$ cat config.mk
export PLATFORM = sky130hd
export DESIGN_NAME = frsw_top
export DESIGN_NICKNAME = d
export VERILOG_FILES = /design/src/hdl/frsw_pkg.sv /design/src/hdl/frsw_top.sv
export SDC_FILE = /design/constraint.sdc
export NUM_CORES = 1
export LEC_CHECK = 0
export BUFFER_PORTS_ARGS = -buffer_cell sky130_fd_sc_hd__buf_4
export CAP_MARGIN = 20
export CORE_ASPECT_RATIO = 1.75
export CORE_MARGIN = 10
export CORE_UTILIZATION = 55
export DETAILED_ROUTE_END_ITERATION = 7
export PLACE_DENSITY = 0.78
export SLEW_MARGIN = 20
export SYNTH_ARGS = -nofsm -noshare
export SYNTH_HDL_FRONTEND = slang
export SYNTH_SLANG_ARGS = --single-unit
$ cat constraint.sdc
create_clock -name aclk -period 7.9 [get_ports aclk]
set_input_delay 0.79 -clock aclk [delete_from_list [all_inputs] [get_ports aclk]]
set_output_delay 0.79 -clock aclk [all_outputs]
set_load 0.005 [all_outputs]
$ cat src/hdl/frsw_pkg.sv
package frsw_pkg;
   // ----------------------------------------------------------------
   // register map (byte addresses)
   // ----------------------------------------------------------------
   localparam logic [7:0] CTRL_OFS   = 8'h00;
   localparam logic [7:0] CFG_OFS    = 8'h04;
   localparam logic [7:0] LIMIT_OFS  = 8'h08;
   localparam logic [7:0] STATUS_OFS = 8'h0c;
   // ctrl bits, write one to act, self clearing
   localparam int CTRL_START_BIT = 0;
   localparam int CTRL_STOP_BIT  = 1;
   localparam int CTRL_LSLP_BIT  = 2;
   localparam int CTRL_RWAKE_BIT = 3;
   localparam int CTRL_TRIG_BIT  = 4;
   // cfg fields
   localparam int CFG_KEY_LSB    = 0;
   localparam int CFG_KEY_W      = 11;
   localparam int CFG_OSF_BIT    = 16;
   localparam int CFG_ASLP_BIT   = 17;
   localparam int CFG_EXTSYN_BIT = 18;
   localparam int CFG_WCH_BIT    = 19;
   localparam int CFG_CHEN_LSB   = 20;
   localparam logic [31:0] CFG_RST = 32'h0030_0000;
   // limit fields, 8 bits each
   localparam int LIM_PAS_LSB = 0;
   localparam int LIM_FAT_LSB = 8;
   localparam int LIM_ACT_LSB = 16;
   localparam logic [31:0] LIMIT_RST = 32'h0002_0402;
   localparam int CNT_W = 8;
   // axi answers
   localparam logic [1:0] RESP_OKAY   = 2'b00;
   localparam logic [1:0] RESP_SLVERR = 2'b10;

   typedef enum logic [2:0] {
      ST_DEFCFG, ST_CONFIG, ST_READY, ST_WAKEUP, ST_NACTIVE, ST_NPASSIVE, ST_HALT
   } frsw_state_t;
endpackage : frsw_pkg

$ cat src/hdl/frsw_top.sv
// Function
// - communication starts only after two coldstart nodes contribute startup frames.
// - at most one distinct startup frame leaves this node.
// - key slot zero means no startup frame via key slot.
// - nonzero key slot sends null startup frame automatically once started.
// - output session startup frame flag makes node coldstart and transmit it.
// - start trigger moves Default Config to Config; without external sync, start raises it internally.
// - Config moves to Ready once startup begins; stays only on failure.
// - in Ready coldstart nodes initiate integration, others join.
// - Ready to Normal Active needs all channels awake and integration success.
// - all awake means pattern on every enabled channel, local wakeup, or not asleep; nothing sets lwake, so local wakeup never counts.
// - node resets awake; startup then as without wakeup.
// - local sleep setting puts node to sleep once.
// - auto sleep option sleeps now and again at every stop out of Halt.
// - started asleep, Ready holds integration until all channels awake.
// - remote wake in Ready enters Wakeup, sends pattern, back when the configured wake channel is woken.
// - remote wake accepted before start after sleep, or during Ready wait.
// - Normal Active to Passive when failed count reaches passive limit.
// - Passive to Active when valid term count reaches passive-to-active limit.
// - Halt on failed count reaching fatal limit or stop during operation.
// - stop in Halt returns to Default Config.
// - startup frame must differ from other coldstart nodes' frames.
`timescale 1ns/100ps
module frsw_top
   import frsw_pkg::*;
(
   input  wire logic              aclk,
   input  wire logic              aresetn,
   input  wire logic [7:0]        s_axi_awaddr,
   input  wire logic              s_axi_awvalid,
   output logic                   s_axi_awready,
   input  wire logic [31:0]       s_axi_wdata,
   input  wire logic [3:0]        s_axi_wstrb,
   input  wire logic              s_axi_wvalid,
   output logic                   s_axi_wready,
   output logic [1:0]             s_axi_bresp,
   output logic                   s_axi_bvalid,
   input  wire logic              s_axi_bready,
   input  wire logic [7:0]        s_axi_araddr,
   input  wire logic              s_axi_arvalid,
   output logic                   s_axi_arready,
   output logic [31:0]            s_axi_rdata,
   output logic [1:0]             s_axi_rresp,
   output logic                   s_axi_rvalid,
   input  wire logic              s_axi_rready,
   input  wire logic              ext_start_trigger,
   input  wire logic              startup_ok,
   input  wire logic              startup_fail,
   input  wire logic              integration_ok,
   input  wire logic [1:0]        wake_seen,
   input  wire logic              cc_failed,
   input  wire logic              cc_valid,
   output logic                   startup_frame_en,
   output logic [CFG_KEY_W-1:0]   startup_slot,
   output logic                   startup_null_payload,
   output logic                   coldstart_integrate,
   output logic                   join_integrate,
   output logic                   wake_pattern_en,
   output logic                   wake_channel,
   output logic                   comm_active,
   output logic [2:0]             poc_state
);
   // ----------------------------------------------------------------
   // state
   // ----------------------------------------------------------------
   typedef struct packed {
      logic              aw_got;
      logic [7:0]        aw_addr;
      logic              w_got;
      logic [31:0]       w_data;
      logic [3:0]        w_strb;
      logic              bvalid;
      logic [1:0]        bresp;
      logic              rvalid;
      logic [31:0]       rdata;
      logic [1:0]        rresp;
      logic [31:0]       cfg;
      logic [31:0]       limit;
      frsw_state_t       st;
      logic              asleep;
      logic              rwake_pend;
      logic              lwake;
      logic [1:0]        woken;
      logic [CNT_W-1:0]  fail_cnt;
      logic [CNT_W-1:0]  valid_cnt;
      logic              sf_en;
      logic              cs_int;
      logic              join_int;
      logic              wpat;
      logic              comm;
   } frsw_reg_t;

   frsw_reg_t r_q, r_d;

   function automatic logic [31:0] merge(input logic [31:0] old, input logic [31:0] nw,
                                         input logic [3:0] be);
      logic [31:0] m;
      m = old;
      for (int i = 0; i < 4; i++) begin
         if (be[i]) begin
            m[i*8 +: 8] = nw[i*8 +: 8];
         end
      end
      return m;
   endfunction : merge

   logic [CFG_KEY_W-1:0] key_slot;
   logic                 osf_flag;
   logic                 auto_sleep;
   logic                 ext_sync;
   logic [1:0]           ch_en;
   logic [CNT_W-1:0]     lim_pas;
   logic [CNT_W-1:0]     lim_fat;
   logic [CNT_W-1:0]     lim_act;
   logic                 wr_fire;
   logic [31:0]          ctrl_wr;
   logic                 c_start;
   logic                 c_stop;
   logic                 c_lslp;
   logic                 c_rwake;
   logic                 trig;
   logic                 all_awake;
   logic                 coldstart;
   logic [CNT_W-1:0]     fail_nx;

   assign key_slot   = r_q.cfg[CFG_KEY_LSB +: CFG_KEY_W];
   assign osf_flag   = r_q.cfg[CFG_OSF_BIT];
   assign auto_sleep = r_q.cfg[CFG_ASLP_BIT];
   assign ext_sync   = r_q.cfg[CFG_EXTSYN_BIT];
   assign ch_en      = r_q.cfg[CFG_CHEN_LSB +: 2];
   assign lim_pas    = r_q.limit[LIM_PAS_LSB +: CNT_W];
   assign lim_fat    = r_q.limit[LIM_FAT_LSB +: CNT_W];
   assign lim_act    = r_q.limit[LIM_ACT_LSB +: CNT_W];
   assign wr_fire    = r_q.aw_got && r_q.w_got && !r_q.bvalid;
   // control pulses only when the low byte lane is written
   assign ctrl_wr    = (wr_fire && r_q.aw_addr == CTRL_OFS && r_q.w_strb[0]) ? r_q.w_data
                                                                              : 32'h0;
   assign c_start    = ctrl_wr[CTRL_START_BIT] && r_q.w_strb[0];
   assign c_stop     = ctrl_wr[CTRL_STOP_BIT] && r_q.w_strb[0];
   assign c_lslp     = ctrl_wr[CTRL_LSLP_BIT] && r_q.w_strb[0];
   assign c_rwake    = ctrl_wr[CTRL_RWAKE_BIT] && r_q.w_strb[0];
   // no external sync: start raises the trigger itself
   assign trig       = ext_sync ? (ext_start_trigger || ctrl_wr[CTRL_TRIG_BIT])
                                : c_start;
   // one key slot or one flagged output frame, key slot wins
   assign coldstart  = (key_slot != '0) || osf_flag;
   assign all_awake  = !r_q.asleep || r_q.lwake
                       || ((r_q.woken & ch_en) == ch_en);
   assign fail_nx    = (cc_failed && r_q.fail_cnt != '1) ? r_q.fail_cnt + 1'b1 : r_q.fail_cnt;

   // ----------------------------------------------------------------
   // next state
   // ----------------------------------------------------------------
   always_comb begin
      r_d = r_q;
      // axi write path
      if (s_axi_awvalid && s_axi_awready) begin
         r_d.aw_got  = 1'b1;
         r_d.aw_addr = s_axi_awaddr;
      end
      if (s_axi_wvalid && s_axi_wready) begin
         r_d.w_got  = 1'b1;
         r_d.w_data = s_axi_wdata;
         r_d.w_strb = s_axi_wstrb;
      end
      if (wr_fire) begin
         r_d.aw_got = 1'b0;
         r_d.w_got  = 1'b0;
         r_d.bvalid = 1'b1;
         r_d.bresp  = RESP_OKAY;
         case (r_q.aw_addr)
            CTRL_OFS: begin
            end
            CFG_OFS: begin
               r_d.cfg = merge(r_q.cfg, r_q.w_data, r_q.w_strb);
            end
            LIMIT_OFS: begin
               r_d.limit = merge(r_q.limit, r_q.w_data, r_q.w_strb);
            end
            STATUS_OFS: begin
            end
            default: begin
               r_d.bresp = RESP_SLVERR;
            end
         endcase
      end
      if (r_q.bvalid && s_axi_bready) begin
         r_d.bvalid = 1'b0;
      end
      // axi read path
      if (s_axi_arvalid && s_axi_arready) begin
         r_d.rvalid = 1'b1;
         r_d.rresp  = RESP_OKAY;
         case (s_axi_araddr)
            CFG_OFS:    r_d.rdata = r_q.cfg;
            LIMIT_OFS:  r_d.rdata = r_q.limit;
            CTRL_OFS:   r_d.rdata = 32'h0;
            STATUS_OFS: r_d.rdata = {8'h0, r_q.valid_cnt, r_q.fail_cnt,
                                     2'h0, r_q.woken, r_q.asleep, r_q.st};
            default: begin
               r_d.rdata = 32'h0;
               r_d.rresp = RESP_SLVERR;
            end
         endcase
      end else if (r_q.rvalid && s_axi_rready) begin
         r_d.rvalid = 1'b0;
      end

      // wake observation, set wins over clear
      r_d.woken = r_q.woken | wake_seen;

      case (r_q.st)
         ST_DEFCFG: begin
            if (c_lslp) begin
               r_d.asleep = 1'b1;
               r_d.lwake  = 1'b0;
               r_d.woken  = wake_seen;
            end
            if (c_rwake && r_q.asleep) begin
               r_d.rwake_pend = 1'b1;
            end
            if (trig) begin
               r_d.st = ST_CONFIG;
            end
         end
         ST_CONFIG: begin
            if (startup_ok && !startup_fail) begin
               r_d.st = ST_READY;
            end
         end
         ST_READY: begin
            r_d.fail_cnt  = '0;
            r_d.valid_cnt = '0;
            if ((c_rwake || r_q.rwake_pend) && !all_awake) begin
               r_d.st         = ST_WAKEUP;
               r_d.rwake_pend = 1'b0;
               r_d.wpat       = 1'b1;
            end else begin
               // integration only once all awake
               r_d.cs_int   = all_awake && coldstart;
               r_d.join_int = all_awake && !coldstart;
               if (all_awake && integration_ok) begin
                  r_d.st       = ST_NACTIVE;
                  r_d.sf_en    = coldstart;
                  r_d.cs_int   = 1'b0;
                  r_d.join_int = 1'b0;
                  r_d.comm     = 1'b1;
                  // channels are up: node counts as awake from here on
                  r_d.asleep     = 1'b0;
                  r_d.rwake_pend = 1'b0;
               end
            end
         end
         ST_WAKEUP: begin
            // only the configured channel is woken here
            if (r_q.woken[r_q.cfg[CFG_WCH_BIT]] || wake_seen[r_q.cfg[CFG_WCH_BIT]]) begin
               r_d.st   = ST_READY;
               r_d.wpat = 1'b0;
            end
         end
         ST_NACTIVE, ST_NPASSIVE: begin
            r_d.fail_cnt = cc_failed ? fail_nx : r_q.fail_cnt;
            if (r_q.st == ST_NACTIVE && fail_nx >= lim_pas) begin
               r_d.st        = ST_NPASSIVE;
               r_d.valid_cnt = '0;
            end
            if (r_q.st == ST_NPASSIVE && cc_valid) begin
               r_d.valid_cnt = r_q.valid_cnt + 1'b1;
               if (r_q.valid_cnt + 1'b1 >= lim_act) begin
                  r_d.st       = ST_NACTIVE;
                  r_d.fail_cnt = '0;
               end
            end
            if (fail_nx >= lim_fat || c_stop) begin
               r_d.st = ST_HALT;
            end
         end
         ST_HALT: begin
            if (c_stop) begin
               r_d.st = ST_DEFCFG;
            end
         end
         default: r_d.st = ST_DEFCFG;
      endcase

      // stop from Config, Ready or Wakeup also ends in Halt
      if (c_stop && (r_q.st == ST_CONFIG || r_q.st == ST_READY || r_q.st == ST_WAKEUP)) begin
         r_d.st = ST_HALT;
      end
      if (r_d.st == ST_HALT) begin
         r_d.sf_en    = 1'b0;
         r_d.cs_int   = 1'b0;
         r_d.join_int = 1'b0;
         r_d.wpat     = 1'b0;
         r_d.comm     = 1'b0;
         // no stale wake request carried into the next start
         r_d.rwake_pend = 1'b0;
      end
      if (r_q.st == ST_HALT && c_stop && auto_sleep) begin
         r_d.asleep = 1'b1;
         r_d.woken  = wake_seen;
      end
      if (wr_fire && r_q.aw_addr == CFG_OFS && r_d.cfg[CFG_ASLP_BIT]
          && !r_q.cfg[CFG_ASLP_BIT]) begin
         r_d.asleep = 1'b1;
         r_d.woken  = wake_seen;
      end
   end

   // ----------------------------------------------------------------
   // registers
   // ----------------------------------------------------------------
   always_ff @(posedge aclk) begin
      if (!aresetn) begin
         r_q       <= '0;
         r_q.cfg   <= CFG_RST;
         r_q.limit <= LIMIT_RST;
         r_q.st    <= ST_DEFCFG;
         r_q.asleep <= 1'b0;
      end else begin
         r_q <= r_d;
      end
   end

   assign s_axi_awready        = !r_q.aw_got && !r_q.bvalid;
   assign s_axi_wready         = !r_q.w_got && !r_q.bvalid;
   assign s_axi_bvalid         = r_q.bvalid;
   assign s_axi_bresp          = r_q.bresp;
   assign s_axi_arready        = !r_q.rvalid;
   assign s_axi_rvalid         = r_q.rvalid;
   assign s_axi_rdata          = r_q.rdata;
   assign s_axi_rresp          = r_q.rresp;
   assign startup_frame_en     = r_q.sf_en;
   assign startup_slot         = r_q.cfg[CFG_KEY_LSB +: CFG_KEY_W];
   assign startup_null_payload = r_q.sf_en && (key_slot != '0);
   assign coldstart_integrate  = r_q.cs_int;
   assign join_integrate       = r_q.join_int;
   assign wake_pattern_en      = r_q.wpat;
   assign wake_channel         = r_q.cfg[CFG_WCH_BIT];
   assign comm_active          = r_q.comm;
   assign poc_state            = r_q.st;
endmodule : frsw_top

# Yosys cells after proc, flatten, opt, wreduce, memory -nomap -nowiden
# Cells that the tools add are included.
# totals
output_inout_bits	62
regBits	176
word_cells	194
inputBits	67
# op_classes
n_eq_ne	23
magnitude_cmp	4
n_reduce_logical	77
mux	54
bitwise	4
n_addsub	2
# op_table
op	n
32-bit one-hot mux with 3 select lines	1
8-bit two-way mux	10
50-bit two-way mux	1
3-bit AND reduction	11
8-bit by 4-bit equality test with 1-bit output (second input constant)	4
32-bit two-way mux	1
16-bit one-hot mux with 2 select lines	1
1-bit logical AND	31
3-bit two-way mux	10
8-bit >= comparator	3
18-bit two-way mux	1
3-bit one-hot mux with 6 select lines	1
8-bit by 1-bit adder with 8-bit output (second input constant)	2
8-bit by 3-bit equality test with 1-bit output (second input constant)	2
8-bit logical NOT	2
16-bit two-way mux	1
2-bit two-way mux	8
1-bit two-way mux	15
3-bit equality test (second input constant)	4
11-bit nonzero test	1
5-bit two-way mux	2
1-bit logical NOT	9
1-bit logical OR	8
4-bit by 2-bit inequality test with 1-bit output (second input constant)	2
20 further kinds	33

# Logic depth before layout (Yosys ltp)
# Gate-level depths: netlist of the first run.
# logic_depth
word_depth	13
mapped_depth	13
depth_no_buf	13

# Worst setup path after synthesis of the first run
# No wires, ideal clock.
# synth_path
path_kind	input -> register
from	input cc_failed
to	register r_q (netlist bit wake_pattern_en)
path_stages	10
setup_time_ns	0.086
arrival_time_ns	2.817
t_required_ns	7.814
path_slack_ns	4.997
path_buffers	0
cell_sequence	o21ai_1 nor3_1 xor2_1 ha_1 a211oi_1 nor2_1 or4_1 o21bai_1 o21ai_1 a211oi_1
# synth_via
elab_chain_cells	12
word_cells_on_any_way	14
cone_classes	2 x order compare; 1 x eq/ne; 7 x mux; 4 x reduce/logical
# synth_rtl
element	line	source
from (decl)	frsw_top.sv:51	input wire logic cc_failed,
1-bit logical AND (*)	frsw_top.sv:149	assign fail_nx = (cc_failed && r_q.fail_cnt != '1) ? r_q.fail_cnt + 1'b1 : r_q.fail_cnt;
8-bit two-way mux (*)	frsw_top.sv:149	
8-bit >= comparator	frsw_top.sv:263	if (r_q.st == ST_NACTIVE && fail_nx >= lim_pas) begin
1-bit logical AND	frsw_top.sv:263	
3-bit two-way mux	frsw_top.sv:263	
3-bit two-way mux	frsw_top.sv:269	if (r_q.valid_cnt + 1'b1 >= lim_act) begin
3-bit two-way mux	frsw_top.sv:267	if (r_q.st == ST_NPASSIVE && cc_valid) begin
3-bit two-way mux (*)	frsw_top.sv:274	if (fail_nx >= lim_fat || c_stop) begin
3-bit one-hot mux with 6 select lines (*)	frsw_top.sv:212	case (r_q.st)
3-bit two-way mux (*)	frsw_top.sv:287	if (c_stop && (r_q.st == ST_CONFIG || r_q.st == ST_READY || r_q.st == ST_WAKEUP)) begin
3-bit equality test (*)	frsw_top.sv:290	if (r_d.st == ST_HALT) begin
2-bit OR reduction (no source line) (*)	n/a	
to (signal assigned)	frsw_top.sv:321	r_q <= r_d;
to (decl)	frsw_top.sv:93	frsw_reg_t r_q, r_d;
# Mark *: on every way between the ends. The rest lies on a longest branch, timed or not.
# A chain may end at the register's enable or synchronous reset.

# Worst setup path after layout of the first run
# layout_path
from	register r_q[13] (netlist bit)
to	register r_q (netlist bit wake_pattern_en)
# layout_via
elab_chain_cells	13
word_cells_on_any_way	16
cone_classes	1 x add/sub; 2 x order compare; 2 x eq/ne; 7 x mux; 4 x reduce/logical
# layout_rtl
element	line
branches (longest 2 deep; another with 8-bit by 1-bit adder with 8-bit output)	n/a
8-bit two-way mux (*)	frsw_top.sv:149
8-bit >= comparator	frsw_top.sv:263
1-bit logical AND	frsw_top.sv:263
3-bit two-way mux	frsw_top.sv:263
3-bit two-way mux	frsw_top.sv:269
3-bit two-way mux	frsw_top.sv:267
3-bit two-way mux (*)	frsw_top.sv:274
3-bit one-hot mux with 6 select lines (*)	frsw_top.sv:212
3-bit two-way mux (*)	frsw_top.sv:287
3-bit equality test (*)	frsw_top.sv:290
2-bit OR reduction (no source line) (*)	n/a
# Every way passes the cells marked *.

==> results of run 1 <==
## power by group through the flow
stage	registers, W	clock network, W	logic, W
detailed placement	0.000937	0	0.000128
finish	0.000917	0.000832	0.000128
global placement	0.000936	0	0.000127
global route	0.000919	0.000873	0.000142
floorplan	0.000928	0	0.0000787
CTS	0.000917	0.000838	0.000129
## cell usage after synthesis, types with 2 or more instances
cell / n
mux2i_1: 3
nor2_1: 76
or4_1: 2
clkbuf_1: 48
nor2b_1: 9
o211ai_1: 6
a22oi_1: 35
inv_1: 27
a21oi_1: 140
xnor2_1: 4
o31a_1: 3
buf_4: 51
nor3_1: 19
o21a_1: 6
ha_1: 26
nand4_1: 8
mux2_2: 22
o21ai_0: 27
nand3_1: 25
nand2_1: 260
o31ai_1: 3
and2_1: 12
a22o_1: 22
a31oi_1: 3
buf_2: 7
nor4_1: 5
buf_1: 5
o21ai_1: 4
dfxtp_1: 174
xor2_1: 5
nand2b_1: 7
or2_2: 4
or3_1: 2
a211oi_1: 5
## metal layers
layer | GRT usage | up-vias | part of all wire
li1 | - | 3687 | -
met1 | 0.238 | 3554 | 0.38
met2 | 0.403 | 291 | 0.53
met3 | 0.0418 | 67 | 0.054
met4 | 0.104 | 0 | 0.034
met5 | 0 | - | 0
## critical path: stages (launching register included)
cell and delay (ns):
dfxtp_1 0.43, ha_1 0.26, nand4_1 0.14, o21ai_1 0.41, nor3_1 0.12, xor2_1 0.24, ha_1 0.29, a211oi_1 0.23
nor2_1 0.09, or4_1 0.46, o21bai_1 0.23, o21ai_1 0.20, a211oi_1 0.22
## cell type report
cell class | instances | share of cell area
timing repair buffer | 131 | 0.103
inverter | 27 | 0.0109
clock inverter | 15 | 0.0158
tap | 183 | 0.0240
clock buffer | 17 | 0.0446
sequential | 174 | 0.365
multi-input combinational | 760 | 0.436
## placed cells by master, fill, tap and decap left out, types with 3 or more instances in the layout
cell type / count
nor3_1: 19
buf_4: 131
inv_6: 6
o211ai_1: 6
nor4_1: 5
o21a_1: 6
mux2_2: 22
nand3_1: 25
a21oi_1: 140
nor2b_1: 8
inv_8: 3
o21ai_0: 27
or2_2: 4
o31ai_1: 3
nor2_1: 76
a22o_1: 22
ha_1: 26
dfxtp_1: 174
nand2_1: 260
nand2b_1: 7
and2_1: 12
a31oi_1: 3
a211oi_1: 5
nand4_1: 8
clkbuf_16: 17
a22oi_1: 35
o21ai_1: 4
inv_1: 26
xnor2_1: 4
xor2_1: 5
o31a_1: 3
mux2i_1: 3
## registers in the layout (all words and copies together), names as in the netlist, 2 cells and up
signal and cells:
startup_slot 11, r_q 89, ch_en 2, lim_fat 8, s_axi_rdata 32, poc_state 3
lim_act 8, lim_pas 8
## metrics by stage
stage	instances	area, sq um	hold WS [ns]
CTS	1307	9530	0.455
detailed placement	1275	8950	0.446
floorplan	1072	8350	0.429
global route	1307	9530	0.476
finish	1307	9530	0.455
global placement	1275	8950	0.439
## kinds of logic after synthesis
logic type / count (synthesis) / synth area share
muxes: 25 / 0.0333
DFF: 174 / 0.417
buffers and inverters: 138 / 0.0861
xor gates and xnor gates: 9 / 0.00944
other: 1 / 0.000449
AOI/OAI and AO/OA: 258 / 0.185
adders and majority gates: 26 / 0.0390
and+or+nand+nor: 440 / 0.230
## worst max path at each step
stage,start,endpoint,slack (ns)
final,r_q[13]$_SDFFE_PN0P_,wake_pattern_en$_SDFFE_PP0P_,4.50
after detailed placement,cc_failed,wake_pattern_en$_SDFFE_PP0P_,4.49
after global placement,cc_failed,wake_pattern_en$_SDFFE_PP0P_,4.60
after global routing,r_q[13]$_SDFFE_PN0P_,wake_pattern_en$_SDFFE_PP0P_,4.17
after CTS,r_q[13]$_SDFFE_PN0P_,wake_pattern_en$_SDFFE_PP0P_,4.49
after floorplan,cc_failed,wake_pattern_en$_SDFFE_PP0P_,5.00
==> run metrics, run 1 <==
Worst-path clk slew=~0.070 ns; synth warn=0; post-cts repair resize count=0; Netlist cell types=50; Max Fanout on Critical Path=7; DR WL/cell=approximately 18 um; maximum vdd ir drop=0.000161 V; sw frac=0.258; total power=0.00188 W; Layout Nets=between 1k and 1.5k; Yosys top cell area share=0.417; Final setup viols=0; sequential fraction of design power=0.489; EDFF count, synth=0; mapped cell area=8350 sq um; power per cell area=197 nW/um^2; startpoint types=flop; worst-skew pair later-pin latency=0.43 ns; starting density of the core=0.560; setup ws final=4.50 ns; WHS Path Cells=2; outcome=complete, no violations; Gate power share=0.068; Die H=183 um; Tcrit/Tclk final=0.431; Setup CP Type=flop to flop; HPWL Detailed=17.1 mm; Hold Vio Cnt, Final=0; All-Layer GR Usage=0.221; beginning of the worst register-to-register path=r_q[13]$_SDFFE_PN0P_; I/O pin count=129; vias in the first global route=between 7k and 8k; Min-Delay Endpoint=r_q[53]$_SDFFE_PN0P_; total CTS buffers=17; P_leak=3.70 nW; ys async rst share=0; Port-buffer cells=between 100 and 150; hold-fix buffer count after cts=0; first-pass GRT wire length=about 38 mm; clock sinks=174; FF/Latch Area=3480 sq um; dpl ws=4.49 ns; Remaining DRCs=0; DRT Pass-1 Iters=6; antenna viol nets, final=0; Antenna Cells=0; setup bufs post-CTS=0; Final min period=3.40 ns; CP arrival=between 3 and 4 ns; Area contributors post-synth=dfxtp_1, nand2_1, a21oi_1; Max Slew Vio Count=0; Setup crit end kind=flop; unrepaired setup endpoints after global routing=false; antenna violations before repair=0; largest net degree at the start of global routing=just under 100; htree depth=4; leading area contributor after synthesis=dfxtp_1; FF-to-FF End=wake_pattern_en$_SDFFE_PP0P_; Crit path required time=8.24 ns; Mapped Cells=about 1.1k; Die ar.=20700 sq um; Pint=0.00139 W; GP Congestion=0.882; CTS tree=built; Max Freq=approximately 300 MHz; relative slew slack=0.337; core area=14900 sq um; R2R cell count=12; Die X=113 um; Layout Skew=0.0131 ns; via count=7599; Max Cap Viol=0; floorplan row count=59; FF-to-FF setup slack=4.50 ns; Synth Flop Type=dfxtp_1; synthesized flop and latch total=around 170; P_sw=about 0.00048 W; clock tree buffer depth=2; Hold Crit Start=r_q[53]$_SDFFE_PN0P_; grt total ovfl=0; initial drt markers=475; WL final=between 20 and 25 mm; layout cells sized above 1=0.174; Multi-input gate area=4160 sq um; setup TNS=0 ns; final core utilization=0.639; DR vias/cell=5.81; Mapped Avg Cell Area=7.79 sq um; Seq/Total Area, Yosys=0.417; # fillers=1338; Clk pwr share=0.443; HP Class=flop to flop; root buffer cell=clkbuf_16; Area Growth Syn to Fin=14.2%; worst slew pin tran=0.994 ns
Note: power is estimated with default switching activity, not from simulation.
==> run 2: changes to the inputs <==
--- a/config.mk
+++ b/config.mk
@@ -5,13 +5,14 @@
 export SDC_FILE = /design/constraint.sdc
 export NUM_CORES = 1
 export LEC_CHECK = 0
+export ABC_AREA = 1
 export BUFFER_PORTS_ARGS = -buffer_cell sky130_fd_sc_hd__buf_4
 export CAP_MARGIN = 20
 export CORE_ASPECT_RATIO = 1.75
 export CORE_MARGIN = 10
 export CORE_UTILIZATION = 55
 export DETAILED_ROUTE_END_ITERATION = 7
-export PLACE_DENSITY = 0.78
+export PLACE_DENSITY = 0.77
 export SLEW_MARGIN = 20
 export SYNTH_ARGS = -nofsm -noshare
 export SYNTH_HDL_FRONTEND = slang
==> constraint.sdc (replaced) <==
create_clock -name aclk -period 3.5 [get_ports aclk]
set_input_delay 0.35 -clock aclk [delete_from_list [all_inputs] [get_ports aclk]]
set_output_delay 0.35 -clock aclk [all_outputs]
set_load 0.005 [all_outputs]
==> run 2 against run 1 <==
Core utilization up 0.11 points. Power up 130%. Non-clock buffer count up 6. Clock power up 130%. Register-to-register slack worse by 3.8 ns. First-iteration DRC count up 6.3%. Via count up 2.9%. Sequential power up 130%. Critical path type unchanged. Largest power group unchanged.
==> run metrics, run 2 <==
outcome=complete, no violations (unchanged); Layout Nets=1339 (was 1204); Die X=114 um (was 113 um); Antenna Cells=0 (unchanged); Seq/Total Area, Yosys=0.408 (was 0.417); Yosys top cell area share=0.408 (was 0.417); Post-Layout Cell Count=1445 (was 1307); Mapped Avg Cell Area=7.16 sq um (was 7.79 sq um); DRT Pass-1 Iters=5 (was 6); antenna violations before repair=0 (unchanged); DR WL/cell=15.8 um (was 17.9 um); Setup CP Type=flop to flop (unchanged); clock tree buffer depth=2 (unchanged); initial drt markers=505 (was 475); Max Cap Viol=0 (unchanged); DR vias/cell=5.41 (was 5.81); Clk pwr share=0.436 (was 0.443); final core utilization=0.640 (was 0.639); via count=7822 (was 7599); worst slew pin tran=0.958 ns (was 0.994 ns); grt total ovfl=0 (unchanged); post-cts repair resize count=0 (unchanged); All-Layer GR Usage=0.211 (was 0.221); HPWL Detailed=16.7 mm (was 17.1 mm); top cells by count, synth=nand2_1, dfxtp_1, nor2_1 (was nand2_1, dfxtp_1, a21oi_1); Layout Skew=0.00892 ns (was 0.0131 ns); floorplan row count=60 (was 59); Hold Crit Start=s_axi_bready (was r_q[53]$_SDFFE_PN0P_); commonest cells after routing, fill and taps aside=nand2_1, dfxtp_1, nor2_1, buf_4 (was nand2_1, dfxtp_1, a21oi_1, buf_4, nor2_1); synth warn=0 (unchanged); Die ar.=21100 sq um (was 20700 sq um); sw frac=0.273 (was 0.258); Pint=0.00313 W (was 0.00139 W); Worst-path clk slew=0.07 ns (about the same); R2R cell count=17 (was 12); relative slew slack=0.361 (was 0.337); Critical Path Most Common Cell=nand2_1; Final min period=2.78 ns (was 3.40 ns); beginning of the worst register-to-register path=r_q[14]$_SDFFE_PN0P_ (was r_q[13]$_SDFFE_PN0P_); EDFF count, synth=0 (unchanged); Max Slew Vio Count=0 (unchanged); WHS Path Cells=2 (unchanged); largest reg by FF count=r_q (unchanged); P_leak=4.24 nW (was 3.70 nW); Setup crit end kind=flop (unchanged); power per cell area=439 nW/um^2 (was 197 nW/um^2); Crit path required time=3.84 ns (was 8.24 ns); placed inst area=9210 sq um (was 8950 sq um); leading area contributor after synthesis=dfxtp_1 (unchanged); WL final=22.8 mm (was 23.4 mm); Gate power share=0.082 (was 0.068); Area contributors post-synth=dfxtp_1, nand2_1, a21oi_1 (unchanged); first-pass GRT wire length=36.7 mm (was 37.6 mm); root buffer cell=clkbuf_16 (unchanged); synthesized flop and latch total=174 (unchanged); Max Freq=360 MHz (was 294 MHz); largest net degree at the start of global routing=108 (was 99); Crit path largest cell delay=0.40 ns (was 0.46 ns); Synth Flop Type=dfxtp_1 (unchanged); clock sinks=174 (unchanged); sequential fraction of design power=0.483 (was 0.489); I/O pin count=129 (unchanged); FF-to-FF End=r_q[6]$_SDFFE_PN0P_ (was wake_pattern_en$_SDFFE_PP0P_); Die H=185 um (was 183 um); total CTS buffers=17 (unchanged); hold-fix buffer count after cts=0 (unchanged); layout cells sized above 1=0.164 (was 0.174); Remaining DRCs=0 (unchanged); ys async rst share=0 (unchanged); HP Class=input pin to flop (was flop to flop); Hold Vio Cnt, Final=0 (unchanged); antenna viol nets, final=0 (unchanged); Tcrit/Tclk final=0.794 (was 0.431); Final setup viols=0 (unchanged); FF-to-FF setup slack=0.72 ns (was 4.50 ns); mapped cell area=8550 sq um (was 8350 sq um); startpoint types=flop (unchanged); Netlist cell types=43 (was 50); setup bufs post-CTS=0 (unchanged); placed insts=1413 (was 1275); Max Fanout on Critical Path=9 (was 7); commonest non-fill, non-tap cell in the layout=nand2_1 (unchanged); htree depth=4 (unchanged); core area=15300 sq um (was 14900 sq um); Area Growth Syn to Fin=14.7% (was 14.2%); starting density of the core=0.558 (was 0.560); Port-buffer cells=126 (unchanged); CTS tree=built (unchanged); Final Cell Area=9800 sq um (was 9530 sq um); CP arrival=3.12 ns (was 3.75 ns); setup TNS=0 ns (unchanged); most common cell in the netlist=nand2_1 (unchanged); max reg flops=89 (unchanged); worst-skew pair later-pin latency=0.43 ns (about the same); critical-path cell list=ha_1 -> nand2_1 -> nor2_1 -> nand2_1 -> nand2_1 -> xor2_1 -> inv_1 -> ha_1 -> nand2_1 -> nand3b_1 -> nand2_1 -> nand2_1 -> nand2_1 -> nand2_1 -> nand2_1 -> nand3_1 -> a21oi_1 (was ha_1 -> nand4_1 -> o21ai_1 -> nor3_1 -> xor2_1 -> ha_1 -> a211oi_1 -> nor2_1 -> or4_1 -> o21bai_1 -> o21ai_1 -> a211oi_1); crit path max-delay cell type=dfxtp_1 (was or4_1); GP Congestion=0.971 (was 0.882); Min-Delay Endpoint=s_axi_bvalid$_SDFFE_PP0P_ (was r_q[53]$_SDFFE_PN0P_); unrepaired setup endpoints after global routing=false (unchanged); vias in the first global route=7454 (was 7442); P_sw=0.00117 W (was 0.000484 W); maximum vdd ir drop=0.000386 V (was 0.000161 V); Mapped Cells=1194 (was 1071)
run 2: power by group through the flow:
stage / clock, W / combinational, W / sequential [W]
2_1_floorplan: 0 / 0.000225 / 0.00211
3_3_place_gp: 0 / 0.000344 / 0.00212
3_5_place_dp: 0 / 0.000352 / 0.00212
4_1_cts: 0.00190 / 0.000354 / 0.00208
5_1_grt: 0.00199 / 0.000399 / 0.00209
6_report: 0.00188 / 0.000352 / 0.00208
run 2: metal layers:
layer,track usage,vias up,wire length [um],share of wire
li1,-,3976,-,-
met1,0.243,3550,9120,0.40
met2,0.358,258,11300,0.49
met3,0.0551,38,1710,0.075
met4,0.0901,0,693,0.030
met5,0,-,0,0
run 2: cell type report:
class | instances | area, sq um
Inverter | 124 | 465
Timing Repair Buffer | 137 | 1030
Tap cell | 186 | 233
Clock buffer | 17 | 425
Sequential cell | 174 | 3480
Clock inverter | 15 | 173
Multi-Input combinational cell | 792 | 4000
Fill cell | 1436 | 5510
run 2: cells by family (layout without fill, tap and decap cells):
logic type,count (synthesis),in the layout,share of synthesized area
AO/OA/AOI/OAI,254,254,0.158
XOR/XNOR,11,11,0.0113
adder cells (fa/ha/maj),26,26,0.0381
buffers and inverters,229,293,0.127
flip-flops,174,174,0.408
multiplexers,1,1,0.00132
other,1,2,0.000439
AND/OR/NAND/NOR,498,498,0.257
run 2: worst max path at each step:
stage	from	endpoint	depth (start not counted)
2_1_floorplan	r_q[14]$_SDFFE_PN0P_	poc_state[0]$_SDFF_PN0_	16
3_3_place_gp	r_q[14]$_SDFFE_PN0P_	poc_state[0]$_SDFF_PN0_	16
3_5_place_dp	r_q[14]$_SDFFE_PN0P_	poc_state[0]$_SDFF_PN0_	16
4_1_cts	r_q[14]$_SDFFE_PN0P_	r_q[6]$_SDFFE_PN0P_	17
5_1_grt	r_q[13]$_SDFFE_PN0P_	r_q[6]$_SDFFE_PN0P_	15
6_report	r_q[14]$_SDFFE_PN0P_	r_q[6]$_SDFFE_PN0P_	17
run 2: worst max-delay path: cells and delay by family (launching register included):
| family | cells | cell delay, ns |
|---|---|---|
| and+or+nand+nor | 12 | 1.20 |
| adders and majority gates | 2 | 0.50 |
| DFF | 1 | 0.40 |
| xor gates and xnor gates | 1 | 0.32 |
| AOI/OAI and AO/OA | 1 | 0.16 |
| buffers and inverters | 1 | 0.13 |
run 2: stage by stage:
stage	hold slack, ns	total power (W)	setup slack [ns]
floorplan	0.425	0.00234	1.23
global route	0.118	0.00447	0.481
CTS	0.108	0.00433	0.780
global placement	0.435	0.00247	0.925
finish	0.112	0.00431	0.721
detailed placement	0.440	0.00248	0.845
==> run 3: changes to the inputs <==
--- a/config.mk
+++ b/config.mk
@@ -5,14 +5,14 @@
 export SDC_FILE = /design/constraint.sdc
 export NUM_CORES = 1
 export LEC_CHECK = 0
-export ABC_AREA = 1
+export ABC_AREA = 0
 export BUFFER_PORTS_ARGS = -buffer_cell sky130_fd_sc_hd__buf_4
 export CAP_MARGIN = 20
 export CORE_ASPECT_RATIO = 1.75
 export CORE_MARGIN = 10
 export CORE_UTILIZATION = 55
 export DETAILED_ROUTE_END_ITERATION = 7
-export PLACE_DENSITY = 0.77
+export PLACE_DENSITY = 0.78
 export SLEW_MARGIN = 20
 export SYNTH_ARGS = -nofsm -noshare
 export SYNTH_HDL_FRONTEND = slang
==> constraint.sdc (replaced) <==
create_clock -name aclk -period 2.6 [get_ports aclk]
set_input_delay 0.26 -clock aclk [delete_from_list [all_inputs] [get_ports aclk]]
set_output_delay 0.26 -clock aclk [all_outputs]
set_load 0.005 [all_outputs]
==> run 3 against run 2 <==
The flow now finishes with violations (setup timing). First-iteration DRC count is 5.3% higher. Sequential power is 34% higher. Worst setup slack worse by 0.81 ns. Non-clock buffer count up 43. Critical path depth is 5 lower. Final cell count decreased by 6.2%. Clock skew increased by 0.0030 ns. Largest power group unchanged.
==> run metrics, run 3 (same netlist as run 1, synthesis figures left out) <==
WL final=25.0 mm (was 22.8 mm); DR vias/cell=5.81 (was 5.41); Final setup viols=16 (was 0); root buffer cell=clkbuf_16 (unchanged); Final Cell Area=10100 sq um (was 9800 sq um); HPWL Detailed=17.9 mm (was 16.7 mm); vias in the first global route=7916 (was 7454); Crit path required time=2.95 ns (was 3.84 ns); antenna viol nets, final=0 (unchanged); Remaining DRCs=0 (unchanged); relative slew slack=0.539 (was 0.361); via count=7885 (was 7822); Max Freq=372 MHz (was 360 MHz); commonest cells after routing, fill and taps aside=nand2_1, buf_4, dfxtp_1, a21oi_1, nor2_1 (was nand2_1, dfxtp_1, nor2_1, buf_4); largest net degree at the start of global routing=60 (was 108); I/O pin count=129 (unchanged); worst-skew pair later-pin latency=0.44 ns (was 0.43 ns); floorplan row count=59 (was 60); maximum vdd ir drop=0.000503 V (was 0.000386 V); first-pass GRT wire length=39.7 mm (was 36.7 mm); Critical Path Most Common Cell=a211oi_2 (was nand2_1); total CTS buffers=17 (unchanged); starting density of the core=0.560 (was 0.558); critical-path cell list=ha_4 -> nand4_1 -> o21ai_2 -> nor3_2 -> xor2_2 -> ha_1 -> a211oi_2 -> nor2_1 -> or4_4 -> o21bai_4 -> o21ai_4 -> a211oi_2 (was ha_1 -> nand2_1 -> nor2_1 -> nand2_1 -> nand2_1 -> xor2_1 -> inv_1 -> ha_1 -> nand2_1 -> nand3b_1 -> nand2_1 -> nand2_1 -> nand2_1 -> nand2_1 -> nand2_1 -> nand3_1 -> a21oi_1); setup ws final=-0.0865 ns (was 0.721 ns); GP Congestion=0.905 (was 0.971); CTS tree=built (unchanged); DRT Pass-1 Iters=5 (unchanged); placed inst area=9360 sq um (was 9210 sq um); unrepaired setup endpoints after global routing=true (was false); DR WL/cell=18.4 um (was 15.8 um); startpoint types=flop (unchanged); core area=14900 sq um (was 15300 sq um); worst slew pin tran=0.686 ns (was 0.958 ns); Hold Vio Cnt, Final=0 (unchanged); clock tree buffer depth=2 (unchanged); Layout Nets=1253 (was 1339); max reg flops=89 (unchanged); Max Slew Vio Count=0 (unchanged); HP Class=input pin to flop (unchanged); Antenna Cells=0 (unchanged); power per cell area=577 nW/um^2 (was 439 nW/um^2); Area Growth Syn to Fin=21.2% (was 14.7%); commonest non-fill, non-tap cell in the layout=nand2_1 (unchanged); Die ar.=20700 sq um (was 21100 sq um); final core utilization=0.678 (was 0.640); Die H=183 um (was 185 um); Worst-path clk slew=0.07 ns (about the same); Setup CP Type=flop to flop (unchanged); clock sinks=174 (unchanged); Final min period=2.69 ns (was 2.78 ns); antenna violations before repair=0 (unchanged); Crit path largest cell delay=0.43 ns (was 0.40 ns); htree depth=4 (unchanged); Die X=113 um (was 114 um); P_leak=3.98 nW (was 4.24 nW); Setup crit end kind=flop (unchanged); Port-buffer cells=126 (unchanged); largest reg by FF count=r_q (unchanged); failing checks=setup timing; grt total ovfl=0 (unchanged); initial drt markers=532 (was 505); Tcrit/Tclk final=1.03 (was 0.794); layout cells sized above 1=0.234 (was 0.164); Layout Skew=0.0119 ns (was 0.00892 ns); Max Cap Viol=0 (unchanged); hold-fix buffer count after cts=0 (unchanged); Max Fanout on Critical Path=6 (was 9); All-Layer GR Usage=0.233 (was 0.211); CP arrival=3.04 ns (was 3.12 ns); outcome=complete, but fails checks (was complete, no violations); crit path max-delay cell type=or4_4 (was dfxtp_1)
## run 3: cell types whose count changed in the layout (fill, tap and decap cells not counted), moves of 20 or more
cell,before,now
nand2_1,190,260
a21oi_1,117,137
o21ai_1,31,6
a22o_1,0,22
o21ai_0,77,22
inv_1,110,26
a22oi_1,0,35
nand3_1,117,22
buf_4,137,177
nor2_1,146,75
mux2_2,1,22
## run 3: worst max-delay path: cells and delay by family (launching register included)
kind | cells | cell delay, ns
and+or+nand+nor | 4 | 0.71
adders and majority gates | 2 | 0.49
DFF | 1 | 0.36
xor gates and xnor gates | 1 | 0.16
AOI/OAI and AO/OA | 5 | 0.87
## run 3: final timing paths
| kind | start | to | slack (ns) | cells after the start |
|---|---|---|---|---|
| setup / recovery | r_q[14]$_SDFFE_PN0P_ | wake_pattern_en$_SDFFE_PP0P_ | -0.09 | 12 |
| hold / removal | s_axi_rready | s_axi_rvalid$_SDFFE_PN0P_ | 0.005 | 2 |
| setup reg to reg | r_q[14]$_SDFFE_PN0P_ | wake_pattern_en$_SDFFE_PP0P_ | -0.09 | 12 |
| hold reg to reg | r_q[172]$_SDFFE_PN0P_ | r_q[172]$_SDFFE_PN0P_ | 0.45 | 2 |
## run 3: area by class of cell
cell class / instances / area, sq um
sequential: 174 / 3500
clock buffer: 19 / 453
fill: 1252 / 4790
clock inverter: 13 / 151
tap: 183 / 229
multi-input combinational: 760 / 4300
inverter: 27 / 104
timing repair buffer: 180 / 1380
## run 3: metal layers
layer,GRT usage,part of all wire,vias to the layer above
li1,-,-,3791
met1,0.243,0.36,3693
met2,0.418,0.53,320
met3,0.0520,0.058,81
met4,0.133,0.051,0
met5,0,0,-
## run 3: repair_timing
item,4_1_cts,5_1_grt
pin swaps,18,5
buffers inserted,2,2
resized for setup,22,12
setup endpoints to repair,23,23
## run 3: metrics by stage
stage,total power (W),setup TNS (ns),std cells,hold WS (ns),worst slack (ns)
2_1_floorplan,0.00306,-0.154,1072,0.359,-0.118
3_3_place_gp,0.00325,-2.19,1320,0.440,-0.205
3_5_place_dp,0.00326,-2.41,1320,0.443,-0.244
4_1_cts,0.00584,-0.298,1354,0.00416,-0.0938
5_1_grt,0.00600,-2.23,1356,0.0168,-0.221
6_report,0.00584,-0.504,1356,0.00548,-0.0865
## run 3: where the power goes
| group | internal [W] | switching, W | leakage [nW] |
|---|---|---|---|
| Clock | 0.00149 | 0.00114 | 0.289 |
| Sequential | 0.00272 | 0.0000644 | 1.41 |
| Combinational | 0.000175 | 0.000249 | 2.28 |
| Total | 0.00438 | 0.00145 | 3.98 |
